File: src/rtl/ilpft_pkg.sv
// Constants and types for the interleaved converter trip and drive block
`default_nettype none
package ilpft_pkg;
    // =====================================================================
    // Register byte offsets
    localparam logic [7:0] ILPFT_CTRL     = 8'h00;
    localparam logic [7:0] ILPFT_HALF     = 8'h04;
    localparam logic [7:0] ILPFT_DEAD     = 8'h08;
    localparam logic [7:0] ILPFT_THR_P1   = 8'h0c;
    localparam logic [7:0] ILPFT_THR_IO   = 8'h10;
    localparam logic [7:0] ILPFT_THR_VO   = 8'h14;
    localparam logic [7:0] ILPFT_THR_P2   = 8'h18;
    localparam logic [7:0] ILPFT_SHARE    = 8'h1c;
    localparam logic [7:0] ILPFT_STATUS   = 8'h20;
    localparam logic [7:0] ILPFT_MASK     = 8'h24;
    localparam logic [7:0] ILPFT_STATE    = 8'h28;
    localparam logic [7:0] ILPFT_VOUT     = 8'h2c;
    localparam logic [7:0] ILPFT_MODE_THR = 8'h30;
    // =====================================================================
    // Status bit positions
    localparam int ILPFT_ST_TRIP  = 0;
    localparam int ILPFT_ST_SHARE = 4;
    localparam int ILPFT_ST_UPD   = 5;
    localparam int ILPFT_ST_W     = 6;
    // =====================================================================
    // Values after reset
    localparam logic [15:0] ILPFT_HALF_RST = 16'h0190;
    localparam logic [15:0] ILPFT_DEAD_RST = 16'h0010;
    localparam logic [11:0] ILPFT_THR_RST  = 12'hfff;
    localparam logic [11:0] ILPFT_SHR_RST  = 12'h100;
    localparam logic [11:0] ILPFT_MODE_RST = 12'h200;
    // =====================================================================
    // Timing
    localparam int ILPFT_CLK_HZ  = 200_000_000;
    localparam int ILPFT_UPD_HZ  = 50_000;
    localparam int ILPFT_UPD_CYC = ILPFT_CLK_HZ / ILPFT_UPD_HZ;
    localparam logic [11:0] ILPFT_UPD_LAST = 12'(ILPFT_UPD_CYC - 1);
    // =====================================================================
    // Types
    typedef enum logic [3:0] {
        ILPFT_IDLE    = 4'b0001,
        ILPFT_SAMPLE  = 4'b0010,
        ILPFT_COMPUTE = 4'b0100,
        ILPFT_LOAD    = 4'b1000
    } ilpft_upd_e;
    typedef struct packed {
        logic p1_high; logic p1_low; logic p1_rect_a; logic p1_rect_b;
        logic p2_high; logic p2_low; logic p2_rect_a; logic p2_rect_b;
    } ilpft_drive_s;
    typedef struct packed {
        logic [11:0] p1_pri; logic [11:0] iout;
        logic [11:0] vout;   logic [11:0] p2_pri;
    } ilpft_sense_s;
endpackage
`default_nettype wire

File: src/rtl/ilpft_top.sv
// Trip latch, interleaved drive generation and control update sequencing
// =========================================================================
// What this block does
// - Detect primary overcurrent per phase with its own comparator.
// - Output overcurrent and overvoltage detections are faults.
// - Each comparator threshold is its own 12-bit reference value.
// - A limit crossing raises a one-shot trip to all four PWM units.
// - On trip, all eight drive outputs go low at once.
// - Trip latch holds outputs low until reset only.
// - Tank current difference is compared to a programmable threshold.
// - Output current feeds mode selection and overcurrent protection.
// - Control update triggered by a timer at 50 kHz.
// - Update order: take readings, compute, then load PWM settings.
// - Output voltage for the loop is a 12-bit sample.
// - Bridge units channel A high side, channel B low side.
// - Rectifier units channel A and B drive rectifier A and B.
// - Separate fault lamp and system good lamp outputs.
// - Half bridge sides complementary at 50% with dead time.
// - The two phases run 180 degrees apart at every frequency.
//
// The implementer's own choices: the address map and the AHB-Lite slave port.
`default_nettype none
module ilpft_top
#(
    parameter int CW = 16
) (
    // Clock and reset
    input  wire logic                hclk,
    input  wire logic                hresetn,
    // AHB-Lite slave
    input  wire logic                hsel,
    input  wire logic [31:0]         haddr,
    input  wire logic [1:0]          htrans,
    input  wire logic                hwrite,
    input  wire logic [2:0]          hsize,
    input  wire logic [31:0]         hwdata,
    input  wire logic                hready,
    output logic                     hreadyout,
    output logic                     hresp,
    output logic [31:0]              hrdata,
    // Converter readings, same clock
    input  wire ilpft_pkg::ilpft_sense_s sense,
    // Drives and lamps
    output ilpft_pkg::ilpft_drive_s  drive,
    output logic                     fault_lamp,
    output logic                     system_ok_indicator,
    output logic                     irq
);
    import ilpft_pkg::*;

    logic [CW-1:0]          half, dead, half_act, dead_act, cnt;
    logic                   enable;
    logic [11:0]            thr [4];
    logic [11:0]            share_thr, mode_thr, vout_smp;
    localparam int ST_WL = ILPFT_ST_W;
    logic [ST_WL-1:0]       status, mask;
    logic [3:0]             over, over_q, trip_pulse;
    logic                   trip_now, trip_latch;
    logic                   share_bad, light_load, upd_done;
    logic [11:0]            p1_smp, p2_smp, io_smp, diff;
    logic [11:0]            tick_cnt;
    logic                   tick;
    ilpft_upd_e             st;
    ilpft_drive_s           pwm;
    logic                   ap_wr, ap_rd;
    logic [7:0]             ap_addr;
    logic [11:0]            sval [4];

    // =====================================================================
    // Bus slave: zero wait, always OKAY
    assign hreadyout = 1'b1;
    assign hresp     = 1'b0;
    assign ap_rd = hsel && hready && htrans[1] && !hwrite;

    always_ff @(posedge hclk or negedge hresetn)
    begin
        if (!hresetn)
        begin
            ap_wr   <= 1'b0;
            ap_addr <= 8'h00;
        end
        else
        begin
            ap_wr   <= hsel && hready && htrans[1] && hwrite;
            ap_addr <= haddr[7:0];
        end
    end

    always_ff @(posedge hclk or negedge hresetn)
    begin
        if (!hresetn)
            hrdata <= 32'h0;
        else if (ap_rd)
            case (haddr[7:0])
                ILPFT_CTRL:     hrdata <= {31'h0, enable};
                ILPFT_HALF:     hrdata <= 32'(half);
                ILPFT_DEAD:     hrdata <= 32'(dead);
                ILPFT_THR_P1:   hrdata <= {20'h0, thr[0]};
                ILPFT_THR_IO:   hrdata <= {20'h0, thr[1]};
                ILPFT_THR_VO:   hrdata <= {20'h0, thr[2]};
                ILPFT_THR_P2:   hrdata <= {20'h0, thr[3]};
                ILPFT_SHARE:    hrdata <= {20'h0, share_thr};
                ILPFT_STATUS:   hrdata <= 32'(status);
                ILPFT_MASK:     hrdata <= 32'(mask);
                ILPFT_STATE:    hrdata <= {28'h0, light_load, share_bad,
                                           st == ILPFT_IDLE, trip_latch};
                ILPFT_VOUT:     hrdata <= {20'h0, vout_smp};
                ILPFT_MODE_THR: hrdata <= {20'h0, mode_thr};
                default:        hrdata <= 32'h0;
            endcase
    end

    // Control registers
    always_ff @(posedge hclk or negedge hresetn)
    begin
        if (!hresetn)
        begin
            enable    <= 1'b0;
            half      <= CW'(ILPFT_HALF_RST);
            dead      <= CW'(ILPFT_DEAD_RST);
            thr       <= '{default: ILPFT_THR_RST};
            share_thr <= ILPFT_SHR_RST;
            mode_thr  <= ILPFT_MODE_RST;
            mask      <= '0;
        end
        else if (ap_wr)
            case (ap_addr)
                ILPFT_CTRL:     enable    <= hwdata[0];
                ILPFT_HALF:     half      <= hwdata[CW-1:0];
                ILPFT_DEAD:     dead      <= hwdata[CW-1:0];
                ILPFT_THR_P1:   thr[0]    <= hwdata[11:0];
                ILPFT_THR_IO:   thr[1]    <= hwdata[11:0];
                ILPFT_THR_VO:   thr[2]    <= hwdata[11:0];
                ILPFT_THR_P2:   thr[3]    <= hwdata[11:0];
                ILPFT_SHARE:    share_thr <= hwdata[11:0];
                ILPFT_MASK:     mask      <= hwdata[ST_WL-1:0];
                ILPFT_MODE_THR: mode_thr  <= hwdata[11:0];
                default:        ;
            endcase
    end

    // =====================================================================
    // Comparators and one-shot trip
    assign sval[0] = sense.p1_pri;
    assign sval[1] = sense.iout;
    assign sval[2] = sense.vout;
    assign sval[3] = sense.p2_pri;
    generate
        for (genvar i = 0; i < 4; i++)
        begin : g_cmp
            assign over[i]       = sval[i] > thr[i];
            assign trip_pulse[i] = over[i] && !over_q[i];
        end
    endgenerate
    assign trip_now = |trip_pulse;
    always_ff @(posedge hclk or negedge hresetn)
    begin
        if (!hresetn)
        begin
            over_q     <= 4'h0;
            trip_latch <= 1'b0;
        end
        else
        begin
            over_q <= over;
            if (trip_now)
                trip_latch <= 1'b1;
        end
    end

    // =====================================================================
    // Update trigger and sequence
    assign tick = (tick_cnt == ILPFT_UPD_LAST);
    always_ff @(posedge hclk or negedge hresetn)
    begin
        if (!hresetn)
            tick_cnt <= 12'h0;
        else
            tick_cnt <= tick ? 12'h0 : tick_cnt + 12'h1;
    end
    assign diff = (p1_smp > p2_smp) ? p1_smp - p2_smp : p2_smp - p1_smp;
    always_ff @(posedge hclk or negedge hresetn)
    begin
        if (!hresetn)
        begin
            st         <= ILPFT_IDLE;
            p1_smp     <= 12'h0;
            p2_smp     <= 12'h0;
            io_smp     <= 12'h0;
            vout_smp   <= 12'h0;
            share_bad  <= 1'b0;
            light_load <= 1'b0;
            half_act   <= CW'(ILPFT_HALF_RST);
            dead_act   <= CW'(ILPFT_DEAD_RST);
            upd_done   <= 1'b0;
        end
        else
        begin
            upd_done <= 1'b0;
            case (st)
                ILPFT_IDLE:
                    if (tick)
                        st <= ILPFT_SAMPLE;
                ILPFT_SAMPLE:
                begin
                    p1_smp   <= sense.p1_pri;
                    p2_smp   <= sense.p2_pri;
                    io_smp   <= sense.iout;
                    vout_smp <= sense.vout;
                    st       <= ILPFT_COMPUTE;
                end
                ILPFT_COMPUTE:
                begin
                    share_bad  <= diff > share_thr;
                    light_load <= io_smp < mode_thr;
                    st         <= ILPFT_LOAD;
                end
                ILPFT_LOAD:
                begin
                    half_act <= half;
                    dead_act <= dead;
                    upd_done <= 1'b1;
                    st       <= ILPFT_IDLE;
                end
                default:
                    st <= ILPFT_IDLE;
            endcase
        end
    end

    // =====================================================================
    // Interleaved PWM with dead time
    always_ff @(posedge hclk or negedge hresetn)
    begin
        if (!hresetn)
        begin
            cnt <= '0;
            pwm <= '0;
        end
        else
        begin
            if (!enable || cnt >= CW'((half_act << 1) - CW'(1)))
                cnt <= '0;
            else
                cnt <= cnt + CW'(1);
            pwm.p1_high   <= enable && cnt >= dead_act && cnt < half_act;
            pwm.p1_low    <= enable && cnt >= half_act + dead_act;
            pwm.p2_high   <= enable && cnt >= half_act + dead_act;
            pwm.p2_low    <= enable && cnt >= dead_act && cnt < half_act;
            pwm.p1_rect_a <= enable && cnt >= dead_act && cnt < half_act;
            pwm.p1_rect_b <= enable && cnt >= half_act + dead_act;
            pwm.p2_rect_a <= enable && cnt >= half_act + dead_act;
            pwm.p2_rect_b <= enable && cnt >= dead_act && cnt < half_act;
        end
    end

    // Trip gates all eight drives in the same cycle
    assign drive = (trip_now || trip_latch) ? '0 : pwm;

    // =====================================================================
    // Lamps, status and interrupt
    always_ff @(posedge hclk or negedge hresetn)
    begin
        if (!hresetn)
        begin
            fault_lamp          <= 1'b0;
            system_ok_indicator <= 1'b0;
        end
        else
        begin
            fault_lamp          <= trip_latch;
            system_ok_indicator <= !trip_latch;
        end
    end

    always_ff @(posedge hclk or negedge hresetn)
    begin
        if (!hresetn)
            status <= '0;
        else
        begin
            for (int b = 0; b < ST_WL; b++)
            begin
                if (ap_wr && ap_addr == ILPFT_STATUS && hwdata[b])
                    status[b] <= 1'b0;
                if (b < 4 && trip_pulse[b % 4])
                    status[b] <= 1'b1;
            end
            if (st == ILPFT_COMPUTE && diff > share_thr)
                status[ILPFT_ST_SHARE] <= 1'b1;
            if (upd_done)
                status[ILPFT_ST_UPD] <= 1'b1;
        end
    end
    assign irq = |(status & mask);
endmodule // ilpft_top
`default_nettype wire

File: config.mk
export PLATFORM = sky130hd
export DESIGN_NAME = ilpft_top
export DESIGN_NICKNAME = d
export VERILOG_FILES = /design/src/rtl/ilpft_pkg.sv /design/src/rtl/ilpft_top.sv
export SDC_FILE = /design/constraint.sdc
export NUM_CORES = 1
export LEC_CHECK = 0
export BUFFER_PORTS_ARGS = -buffer_cell sky130_fd_sc_hd__buf_2
export CORE_AREA = 2 2 195 197
export CTS_BUF_LIST = sky130_fd_sc_hd__clkbuf_8
export DETAILED_ROUTE_END_ITERATION = 10
export DIE_AREA = 0 0 197 199
export PLACE_DENSITY_LB_ADDON = 0.08
export SYNTH_ARGS = -nofsm -noshare
export SYNTH_HDL_FRONTEND = slang
export SYNTH_SLANG_ARGS = --single-unit
File: constraint.sdc
create_clock -name hclk -period 7.41 [get_ports hclk]
set_clock_uncertainty 0.1 [all_clocks]
set_input_delay 0.3705 -clock hclk [delete_from_list [all_inputs] [get_ports hclk]]
set_output_delay 0.3705 -clock hclk [all_outputs]
set_load 0.01 [all_outputs]
# == Word level (Yosys, flattened, before mapping) ==
# Index checks and enable logic that the tools add are counted.
# word_totals
out_inout_bits,45
wordCells,151
ff_bits,282
input_bits,122
# op_classes
bitwise,1
n_eq_ne,28
add_sub_neg,6
order_cmp,11
n_reduce_logical,48
muxes,20
# op_table
operator,n
$pmux 16 s13,1
$gt 12x12->1,6
$eq 8x5->1 const B,8
$eq 8x6->1 const B,8
$ge 16x16->1,3
$eq 8x4->1 const B,4
$mux 12,2
$sub 12x12->12,2
$reduce_and 2->1,10
$logic_and 1x1->1,19
$add 16x1->16 const B,1
$add 16x16->16,1
$eq 8x3->1 const B,2
$logic_not 8->1,2
$lt 16x16->1,1
$mux 16,1
$sub 16x1->16 const B,1
$mux 1,13
$add 12x1->12 const B,1
$eq 12x12->1 const B,1
$lt 12x12->1,1
$pmux 4 s3,1
$reduce_bool 2->1,6
$mux 8,1
11 further kinds,18

# == Depth between registers and ports, before layout ==
# Gate-level depths: netlist of run 1.
# depth
ltp_word,5
mapped_depth,18

# == Worst setup path after synthesis of run 1 ==
# OpenSTA, ideal clock, no wires.
# synth_timing
path_kind,reg2reg
startpoint,register p1_smp[0]
endpoint,register share_bad
path_stages_with_launch,18
slack_ns,3.978
arrival_time_ns,3.214
required_time_ns,7.192
cell_sequence,dfrtp_1 > inv_1 > ha_1 > inv_1 > fa_1 > a211oi_1 > o211ai_1 > o2111ai_1 > nand2_2 > buf_6 > mux2_1 > ha_1 > nor2b_1 > o21a_1 > o21a_1 > o21ai_0 > a221oi_1 > a21o_1
# synth_via
elab_chain_len,3
word_cells_on_any_way,5
# synth_lines
item,line,text
from (decl),ilpft_top.sv:60,"logic [11:0] p1_smp, p2_smp, io_smp, diff;"
from (signal assigned),ilpft_top.sv:206,p1_smp <= sense.p1_pri;
$sub 12x12->12 or $gt 12x12->1 (tied branches),ilpft_top.sv:181,assign diff = (p1_smp > p2_smp) ? p1_smp - p2_smp : p2_smp - p1_smp;
$mux 12 *,ilpft_top.sv:181,
$gt 12x12->1 *,ilpft_top.sv:214,share_bad <= diff > share_thr;
to (signal assigned),ilpft_top.sv:214,
to (decl),ilpft_top.sv:59,"logic share_bad, light_load, upd_done;"
# Mark *: on every way between the ends. The rest lies on a longest branch, timed or not.
# A chain may end at the register's enable or synchronous reset.

==> results.toml, run 1 <==
[global_route]
grt_start_max_net_pins = 184
grt_pass1_vias = 13200
grt_pass1_wl_um = 75400
gr-usage-all-layers_pct = 25.4
grt_remaining_overflow = 0
antenna_found_initial = 0

[timing]
rsz0062_at_grt = "false"
slew_violations = 0
setup_viol = 0
fmax_mhz = 238
slew_headroom_pct = 18.3
tightest_slew_ns = 1.21
hold_viol = 0
setup_tns_ns = 0
period_share_pct = 56.7
min_period_ns = 4.20

[yosys]
syn-cell-area_sq_um = 16500
synth_cell_types = 78
async_flop_share_pct = 100
yosys_warnings = 0
syn_area_per_cell_sq_um = 9.81
synth_seq_cells = 266
synth_ff_type = "dfrtp_1"
synth_seq_area_share_pct = 40.9
syn_inst = 1678
synth_edf_count = 0

[clock_network]
cts_tree = "built"
clk_transition_reported_paths_ns = 0.06
clkLatencyLatePin_ns = 0.63
cts_buffer_depth = 3
cts-buffers-inserted = 49
cts_root_buf = "clkbuf_8"
cts_sinks = 266
cts_resized = 0
htreeDepth = 2

[placement]
portBuffers = 104
routabilityCongestion = 0.877
dp_hpwl_um = 36000

[route]
wl_per_cell_um = 20.6
firstDrtPassIters = 5
drc = 0
vias_per_cell = 5.47
wl_um = 48500
detail-route-antenna-nets = 0
drtIter0Drc = 674
via_count = 12900

[critical_path]
cp-end-kind = "primary output"
start_kind = "flip-flop"
required_ns = 6.94
crit_arrival_ns = 3.73
crit_path_cell_trace = "inv_1 -> ha_1 -> nand4_1 -> or2_2 -> a21o_1 -> o211a_1 -> o32ai_1 -> and4b_1 -> buf_2"
critPathMaxStageDelay_ns = 0.74
crit_buf_inv = 2
crit_type = "flip-flop to primary output"
slowest_stage = "o32ai_1"
critical-path-top-delay-family = "compound AO/OA/AOI/OAI gates"
crit_fanout = 4

[power_and_ir_drop]
max-vdd-ir-drop_v = 0.000137
seq_power_share_pct = 45.7
p_clk_share_pct = 46.7
internal_power_uw = 2480
switching_share_pct = 25.3
leakage_uw = 0.00934
p_sw_uw = 841
power.density_nw_per_um2 = 174
p_comb_share_pct = 7.6

[floorplanning]
dieArea_sq_um = 39200
die_w_um = 197
core_sq_um = 37100
ioPinCount = 167
rows = 71
initial_core_util_pct = 44.3
die_h_um = 199

[job]
cap_violations = 0

[layout]
fin_util_pct = 51.5
fill_cells = 3499
syn_to_final_growth_pct = 16.1
antenna_cells = 0
drive_gt1_share_pct = 19.3
nNetsFinal = 2145

[min_path]
hp-class = "primary input to flip-flop"

[run_status]
status = "complete, no violations"
## power groups by stage
| stage | clock network, uW | logic [uW] | registers [uW] |
|---|---|---|---|
| after floorplan | 0 | 113 | 1530 |
| after global placement | 0 | 221 | 1540 |
| after detailed placement | 0 | 225 | 1540 |
| after CTS | 1590 | 254 | 1520 |
| after global routing | 1660 | 279 | 1520 |
| final | 1550 | 253 | 1520 |
## through the flow
| step | setup WS [ns] | total power (uW) | area (sq um) | cells | hold slack [ns] |
|---|---|---|---|---|---|
| finish | 3.21 | 3320 | 19100 | 2361 | 0.0500 |
| global route | 2.88 | 3450 | 19100 | 2361 | 0.0115 |
| CTS | 3.09 | 3360 | 19100 | 2361 | 0.000653 |
| detailed placement | 3.41 | 1770 | 17300 | 2201 | 0.318 |
| global placement | 3.47 | 1760 | 17300 | 2201 | 0.308 |
| floorplan | 3.98 | 1640 | 16500 | 1694 | -0.0251 |
## layer usage
| layer | vias to the layer above | routed length (um) | GRT usage, % |
|---|---|---|---|
| li1 | 6267 | - | - |
| met1 | 6234 | 20900 | 32.2 |
| met2 | 323 | 23300 | 42.9 |
| met3 | 98 | 2520 | 4.88 |
| met4 | 0 | 1850 | 9.77 |
| met5 | - | 0 | 0 |
## kinds of logic (layout without fill, tap and decap cells)
logic type | count (synthesis) | in the layout | share of synthesized area [%]
fa+ha+maj | 177 | 177 | 13.6
buf+inv | 223 | 416 | 5.81
compound gates | 394 | 394 | 15.1
flops | 266 | 266 | 40.9
simple gates | 426 | 426 | 12.6
other cells | 2 | 18 | 0.0456
xor+xnor | 55 | 55 | 2.93
mux | 135 | 135 | 9.04
## layout by cell type, fill, tap and decap left out, types with 11 or more instances in the layout
cell type / n
o21ai_0: 146
clkbuf_8: 65
nor2_1: 81
nand2b_1: 16
o211ai_1: 11
o21ai_1: 11
mux2i_1: 26
nor2b_1: 19
buf_2: 103
mux2_2: 101
inv_1: 159
ha_1: 174
xnor2_1: 30
and3_1: 11
a211oi_1: 15
nand4_1: 34
nor3_1: 18
a21oi_1: 56
a22oi_1: 26
a21o_1: 45
o21a_1: 12
nand3_1: 31
nand2_1: 172
conb_1: 18
dfstp_2: 59
dfrtp_1: 207
xor2_1: 25
o22ai_1: 11
dlygate4sd3_1: 68
## tightest hold or removal path: cells and delay by family
| family | cells | cell delay (ns) |
|---|---|---|
| buf+inv | 1 | 0.22 |
| simple gates | 1 | 0.09 |
| compound gates | 1 | 0.07 |
## synthesized netlist by cell type (31+ instances only)
cell,count,area share (%)
inv_1,141,3.2
clkbuf_1,36,0.82
nand3_1,31,0.94
dfstp_2,59,9.4
nor2_1,81,1.8
a21oi_1,56,1.7
nand4_1,34,1.3
nand2_1,172,3.9
ha_1,174,13
dfrtp_1,207,31
mux2_2,101,6.9
o21ai_0,146,4.4
a21o_1,45,2.1
## cell type report
cell class | count | area, sq um | area share [%]
clock buffer | 65 | 895 | 4.68
clock inverter | 27 | 198 | 1.03
inverter | 141 | 529 | 2.77
multi-input combinational | 1205 | 8860 | 46.4
sequential | 266 | 6730 | 35.2
tap | 474 | 593 | 3.10
timing repair buffer | 183 | 1310 | 6.84
## registers in the layout, summed over array words and instances (netlist names), 4 cells and up
name       cells
over_q         4
mask           6
mode_thr      12
ap_addr        8
share_thr     12
half_act      16
thr           48
io_smp        12
p2_smp        12
dead_act      16
vout_smp      12
tick_cnt      12
status         6
hrdata        16
p1_smp        12
half          16
st             4
cnt           16
dead          16
## repair_timing
item | in CTS | in global routing
hold buffers | 68 | 0
setup endpoints to repair | 0 | 0
hold endpoints to repair | 158 | 0
buffers inserted | 0 | 0
## worst paths after layout
kind | start | to | slack, ns | cells past startpoint
setup / recovery | thr[10]$_DFFE_PN1P_ | drive[5] | 3.21 | 9
hold / removal | hwdata[4] | thr[28]$_DFFE_PN1P_ | 0.05 | 3
setup reg to reg | p1_smp[0]$_DFFE_PN0P_ | status[4]$_DFFE_PN0P_ | 3.37 | 16
hold reg to reg | upd_done$_DFF_PN0_ | status[5]$_DFFE_PN0P_ | 0.33 | 1
max in group asynchronous | hresetn | io_smp[11]$_DFFE_PN0P_ | 5.50 | 3
min in group asynchronous | hresetn | cnt[1]$_DFF_PN0_ | 0.26 | 2
(Power assumes the default switching activity.)
==> run 2: changes to the inputs <==
==> constraint.sdc (replaced) <==
create_clock -name hclk -period 3.7 [get_ports hclk]
set_clock_uncertainty 0.1 [all_clocks]
set_input_delay 0.185 -clock hclk [delete_from_list [all_inputs] [get_ports hclk]]
set_output_delay 0.185 -clock hclk [all_outputs]
set_load 0.01 [all_outputs]
==> run 2 against run 1 <==
Compared with the run above: core utilization rose by 1.1 points; die area unchanged; setup slack worse by 3.1 ns; register-to-register slack worse by 3.2 ns; via count increased by 2.8%; non-clock buffer count up 42; clock power rose by 82%; critical path depth up 8; global-route usage grew 0.52 points; critical endpoint is now share_bad$_DFFE_PN0N_.
==> results.toml, run 2 (synthesis results as in run 1) <==
[floorplanning]
die_h_um = 199
initial_core_util_pct = 44.3
die_w_um = 197
core_sq_um = 37100
ioPinCount = 167
rows = 71
dieArea_sq_um = 39200

[critical_path]
r2r_slack_ns = 0.16
cp-end-kind = "flip-flop"
start_kind = "flip-flop"
required_ns = 4.11
crit_arrival_ns = 3.95
crit_type = "flip-flop to flip-flop"
crit_fanout = 4

[clock_network]
cts_buffer_depth = 3
cts_tree = "built"
clk_transition_reported_paths_ns = 0.06
cts-buffers-inserted = 49
htreeDepth = 2
clkLatencyLatePin_ns = 0.63
cts_root_buf = "clkbuf_8"
cts_sinks = 266

[layout]
final_cells = 2403
mostFrequentLayoutCells = "dfrtp_1, ha_1, nand2_1, inv_1, o21ai_0"
fin_util_pct = 52.6
stdcell_area_sq_um = 19500
final_common_cell = "dfrtp_1"
syn_to_final_growth_pct = 18.6
max_flop_register = "thr"
largest_reg_flops = 48
nNetsFinal = 2188
antenna_cells = 0
drive_gt1_share_pct = 21.7

[timing]
slew_violations = 0
period_share_pct = 95.7
tightest_slew_ns = 1.16
setup_tns_ns = 0
min_period_ns = 3.54
hold_viol = 0
rsz0062_at_grt = "true"
slew_headroom_pct = 21.9
fmax_mhz = 282
setup_viol = 0

[route]
drc = 0
via_count = 13300
detail-route-antenna-nets = 0
wl_per_cell_um = 20.7
vias_per_cell = 5.53
wl_um = 49700
firstDrtPassIters = 5
drtIter0Drc = 704

[placement]
routabilityCongestion = 0.912
place_area_sq_um = 17600
dp_hpwl_um = 37300
dp_cells = 2229
portBuffers = 104

[global_route]
grt_pass1_vias = 13400
grt_start_max_net_pins = 114
grt_remaining_overflow = 0
grtUsageMet2_pct = 43.7
grt_use_met3_pct = 3.34
use_met1_pct = 33.6
grt.busiest_layer = "met2"
antenna_found_initial = 0
gr-usage-all-layers_pct = 25.9
grt_pass1_wl_um = 77000

[job]
cap_violations = 0

[power_and_ir_drop]
internal_power_uw = 4720
leakage_uw = 0.00953
p_clk_share_pct = 44.1
p_comb_share_pct = 8.3
p_sw_uw = 1670
seq_power_share_pct = 47.6
switching_share_pct = 26.1
power.density_nw_per_um2 = 327
max-vdd-ir-drop_v = 0.000239

[min_path]
hp-class = "primary input to async pin"

[run_status]
status = "complete, no violations"
run 2: changes by cell type in the layout (fill, tap and decap cells not counted), moves of 3 or more:
| cell | before | now |
|---|---|---|
| buf_4 | 10 | 42 |
| clkbuf_8 | 65 | 56 |
| dlygate4sd3_1 | 68 | 75 |
| inv_1 | 159 | 163 |
| a211oi_1 | 15 | 12 |
| a211oi_2 | 0 | 3 |
| clkinv_2 | 3 | 6 |
| mux2i_1 | 26 | 23 |
| mux2i_2 | 0 | 3 |
| o21ai_0 | 146 | 143 |
run 2: metrics by stage:
| step | power [uW] | setup slack (ns) | hold slack (ns) |
|---|---|---|---|
| after floorplan | 3290 | 0.268 | -0.211 |
| after global placement | 3550 | -0.00229 | 0.247 |
| after detailed placement | 3550 | -0.107 | 0.253 |
| after CTS | 6470 | 0.0114 | 0.177 |
| after global routing | 6650 | -0.0748 | 0.183 |
| final | 6390 | 0.159 | 0.108 |
run 2: worst max-delay path, cell delays in order (launching register included):
cell       delay (ns)
dfrtp_1          0.40
inv_2            0.08
ha_4             0.13
inv_2            0.04
fa_2             0.37
a211oi_2         0.24
o211ai_1         0.19
o2111ai_2        0.28
buf_4            0.19
nand2_8          0.07
mux2i_2          0.22
xnor2_1          0.15
ha_1             0.27
a41oi_2          0.16
a21oi_2          0.08
a211oi_2         0.22
a221oi_2         0.09
a21o_1           0.18
run 2: worst paths after layout:
| check | startpoint | end | depth (start not counted) |
|---|---|---|---|
| min in group hclk | hwrite | hrdata[13]$_DFFE_PN0P_ | 4 |
| setup / recovery | p1_smp[0]$_DFFE_PN0P_ | share_bad$_DFFE_PN0N_ | 17 |
| max in group asynchronous | hresetn | thr[28]$_DFFE_PN1P_ | 3 |
| hold reg to reg | upd_done$_DFF_PN0_ | status[5]$_DFFE_PN0P_ | 1 |
| hold / removal | hresetn | cnt[1]$_DFF_PN0_ | 2 |
| setup reg to reg | p1_smp[0]$_DFFE_PN0P_ | share_bad$_DFFE_PN0N_ | 17 |
run 2: repair_timing:
action	CTS	global route
pin swaps	4	18
hold buffers	75	0
hold endpoints to repair	261	0
endpoints found under the setup margin	2	19
cloned	1	0
buffers inserted	0	6
gates resized for setup	5	33
run 2: final cells by class:
class,count,area [sq um]
Inverter,141,529
Clock buffer,56,771
Timing Repair Buffer,225,1670
Multi-Input combinational cell,1206,9010
Clock inverter,35,203
Tap cell,474,593
Fill cell,3468,17600
Sequential cell,266,6730
run 2: metal layers:
| layer | part of all wire (%) | wire length [um] |
|---|---|---|
| met1 | 44 | 21900 |
| met4 | 4.0 | 1980 |
| met5 | 0 | 0 |
| met2 | 48 | 24000 |
| met3 | 3.6 | 1770 |
run 2: power groups by stage:
| stage | registers [uW] | clock network (uW) | logic [uW] |
|---|---|---|---|
| 6_report | 3040 | 2820 | 528 |
| 5_1_grt | 3050 | 3030 | 578 |
| 4_1_cts | 3040 | 2910 | 527 |
| 3_5_place_dp | 3090 | 0 | 465 |
| 3_3_place_gp | 3090 | 0 | 457 |
| 2_1_floorplan | 3060 | 0 | 227 |
==> run 3: changes to the inputs <==
==> constraint.sdc (replaced) <==
create_clock -name hclk -period 2.9 [get_ports hclk]
set_clock_uncertainty 0.1 [all_clocks]
set_input_delay 0.145 -clock hclk [delete_from_list [all_inputs] [get_ports hclk]]
set_output_delay 0.145 -clock hclk [all_outputs]
set_load 0.01 [all_outputs]
==> run 3 against run 2 <==
Compared with the run above: the flow now finishes with violations (negative setup slack); largest power group unchanged; wire length rose by 2.5%; count of clock-buffer cells in the layout up 7; core utilization is 3.5 points higher; fmax is 0.38% higher; flip-flop and latch count unchanged.
==> results.toml, run 3 (synthesis results as in run 1) <==
[floorplanning]
die_w_um = 197
ioPinCount = 167
die_h_um = 199
core_sq_um = 37100
initial_core_util_pct = 44.3
rows = 71
dieArea_sq_um = 39200

[timing]
holdWs_ns = 0.0633
slew_headroom_pct = 46.7
rsz0062_at_grt = "true"
slew_violations = 0
min_period_ns = 3.53
setup_viol = 27
setup_ws_ns = -0.628
fmax_mhz = 283
tightest_slew_ns = 0.798
hold_viol = 0
setup_tns_ns = -7.10
period_share_pct = 122

[critical_path]
crit_buf_inv = 3
ff2ff_path_depth = 17
critical_path_depth = 17
critPathMaxStageDelay_ns = 0.38
r2r_start = "p1_smp[0]$_DFFE_PN0P_"
required_ns = 3.32
r2r_slack_ns = -0.63
crit_arrival_ns = 3.95
start_kind = "flip-flop"
crit_path_cell_trace = "inv_2 -> ha_4 -> inv_2 -> fa_2 -> a211oi_2 -> o211ai_1 -> o2111ai_1 -> nand2_2 -> buf_6 -> mux2_4 -> ha_4 -> nor2b_1 -> o21a_1 -> o21a_1 -> o21ai_2 -> a221oi_2 -> a21o_1"
reg2reg_to = "share_bad$_DFFE_PN0N_"
critical-path-top-delay-family = "compound AO/OA/AOI/OAI gates"
slowest_stage = "dfrtp_1"
crit_type = "flip-flop to flip-flop"
crit_end = "share_bad$_DFFE_PN0N_"
crit_start = "p1_smp[0]$_DFFE_PN0P_"
crit_fanout = 8
cp-end-kind = "flip-flop"

[power_and_ir_drop]
switching_share_pct = 25.7
power.total_uw = 8380
p_comb_share_pct = 8.5
internal_power_uw = 6230
power.density_nw_per_um2 = 403
p_sw_uw = 2150
max-vdd-ir-drop_v = 0.000340
p_clk_share_pct = 45.3
leakage_uw = 0.0102
seq_power_share_pct = 46.3

[placement]
portBuffers = 104
place_area_sq_um = 18300
dp_hpwl_um = 38300
routabilityCongestion = 0.941

[layout]
mostFrequentLayoutCells = "dfrtp_1, nand2_1, ha_1, inv_1, buf_4"
fin_util_pct = 56.1
max_flop_register = "thr"
drive_gt1_share_pct = 28.2
largest_reg_flops = 48
nNetsFinal = 2298
final_common_cell = "dfrtp_1"
syn_to_final_growth_pct = 26.5
stdcell_area_sq_um = 20800

[run_status]
status = "finished with violations"
violations = "negative setup slack"

[route]
drc = 0
firstDrtPassIters = 5
drtIter0Drc = 777
wl_per_cell_um = 20.3
vias_per_cell = 5.49
detail-route-antenna-nets = 0
via_count = 13800
wl_um = 50900

[global_route]
antenna_found_initial = 2
grt_remaining_overflow = 0
grt_pass1_vias = 14100
grt_start_max_net_pins = 74
grt_pass1_wl_um = 79700
gr-usage-all-layers_pct = 26.6

[clock_network]
clk_transition_reported_paths_ns = 0.06
cts-buffers-inserted = 48
cts_buffer_depth = 3
cts_sinks = 266
clkLatencyLatePin_ns = 0.63
cts_tree = "built"
cts_root_buf = "clkbuf_8"
htreeDepth = 2

[min_path]
hp-class = "primary input to flip-flop"

[job]
cap_violations = 0
## run 3: cell types whose count changed in the layout (fill, tap and decap cells not counted), moves of 4 or more
cell      change
clkbuf_8      +7
buf_6        +12
ha_4          +5
buf_2         -8
inv_1        -11
nor3_1        -4
inv_2         +5
nor3_2        +4
buf_4       +102
nor2_1       -20
ha_1          -6
nor2_4       +17
## run 3: repair_timing
action,in CTS,in global routing
endpoints found under the setup margin,27,27
hold buffers,79,0
gates cloned,1,0
pin swaps,35,31
setup buffers,14,13
resized for setup,56,43
hold endpoints to repair,388,0
## run 3: worst min path at each step
stage | cells after the start | end | start
after floorplan | 0 | ap_addr[0]$_DFF_PN0_ | hresetn
after global placement | 1 | over_q[0]$_DFF_PN0_ | hresetn
after detailed placement | 1 | cnt[1]$_DFF_PN0_ | hresetn
after CTS | 4 | hrdata[8]$_DFFE_PN0P_ | htrans[1]
after global routing | 4 | hrdata[4]$_DFFE_PN0P_ | htrans[1]
final | 4 | hrdata[8]$_DFFE_PN0P_ | htrans[1]
## run 3: layout make-up
type                            count  area, sq um
Inverter                          141          532
Timing Repair Buffer              337         2630
Clock buffer                       63          867
Sequential cell                   266         6730
Multi-Input combinational cell   1205         9300
Tap cell                          474          593
Fill cell                        3379        16300
Antenna cell                        1         2.50
Clock inverter                     27          176
## run 3: tightest hold or removal path, stage by stage
cell,delay [ns]
buf_2,0.10
nand4b_1,0.12
buf_4,0.27
o21ai_1,0.10
## run 3: routing by layer
layer	track usage (%)	vias up	part of all wire (%)
li1	-	6581	-
met5	0	-	0.033
met1	35.5	6781	45
met3	3.22	101	4.8
met4	10.1	2	3.3
met2	44.4	349	47
## run 3: power by group through the flow
| stage | sequential (uW) | clock (uW) | combinational, uW |
|---|---|---|---|
| detailed placement | 3940 | 0 | 599 |
| global placement | 3940 | 0 | 588 |
| global route | 3880 | 4050 | 772 |
| floorplan | 3910 | 0 | 291 |
| CTS | 3880 | 3890 | 704 |
| finish | 3880 | 3800 | 710 |
## run 3: through the flow
step | worst slack, ns | std cells
5_1_grt | -0.857 | 2514
3_3_place_gp | -0.602 | 2317
6_report | -0.628 | 2514
4_1_cts | -0.625 | 2501
2_1_floorplan | -0.423 | 1694
3_5_place_dp | -0.713 | 2317
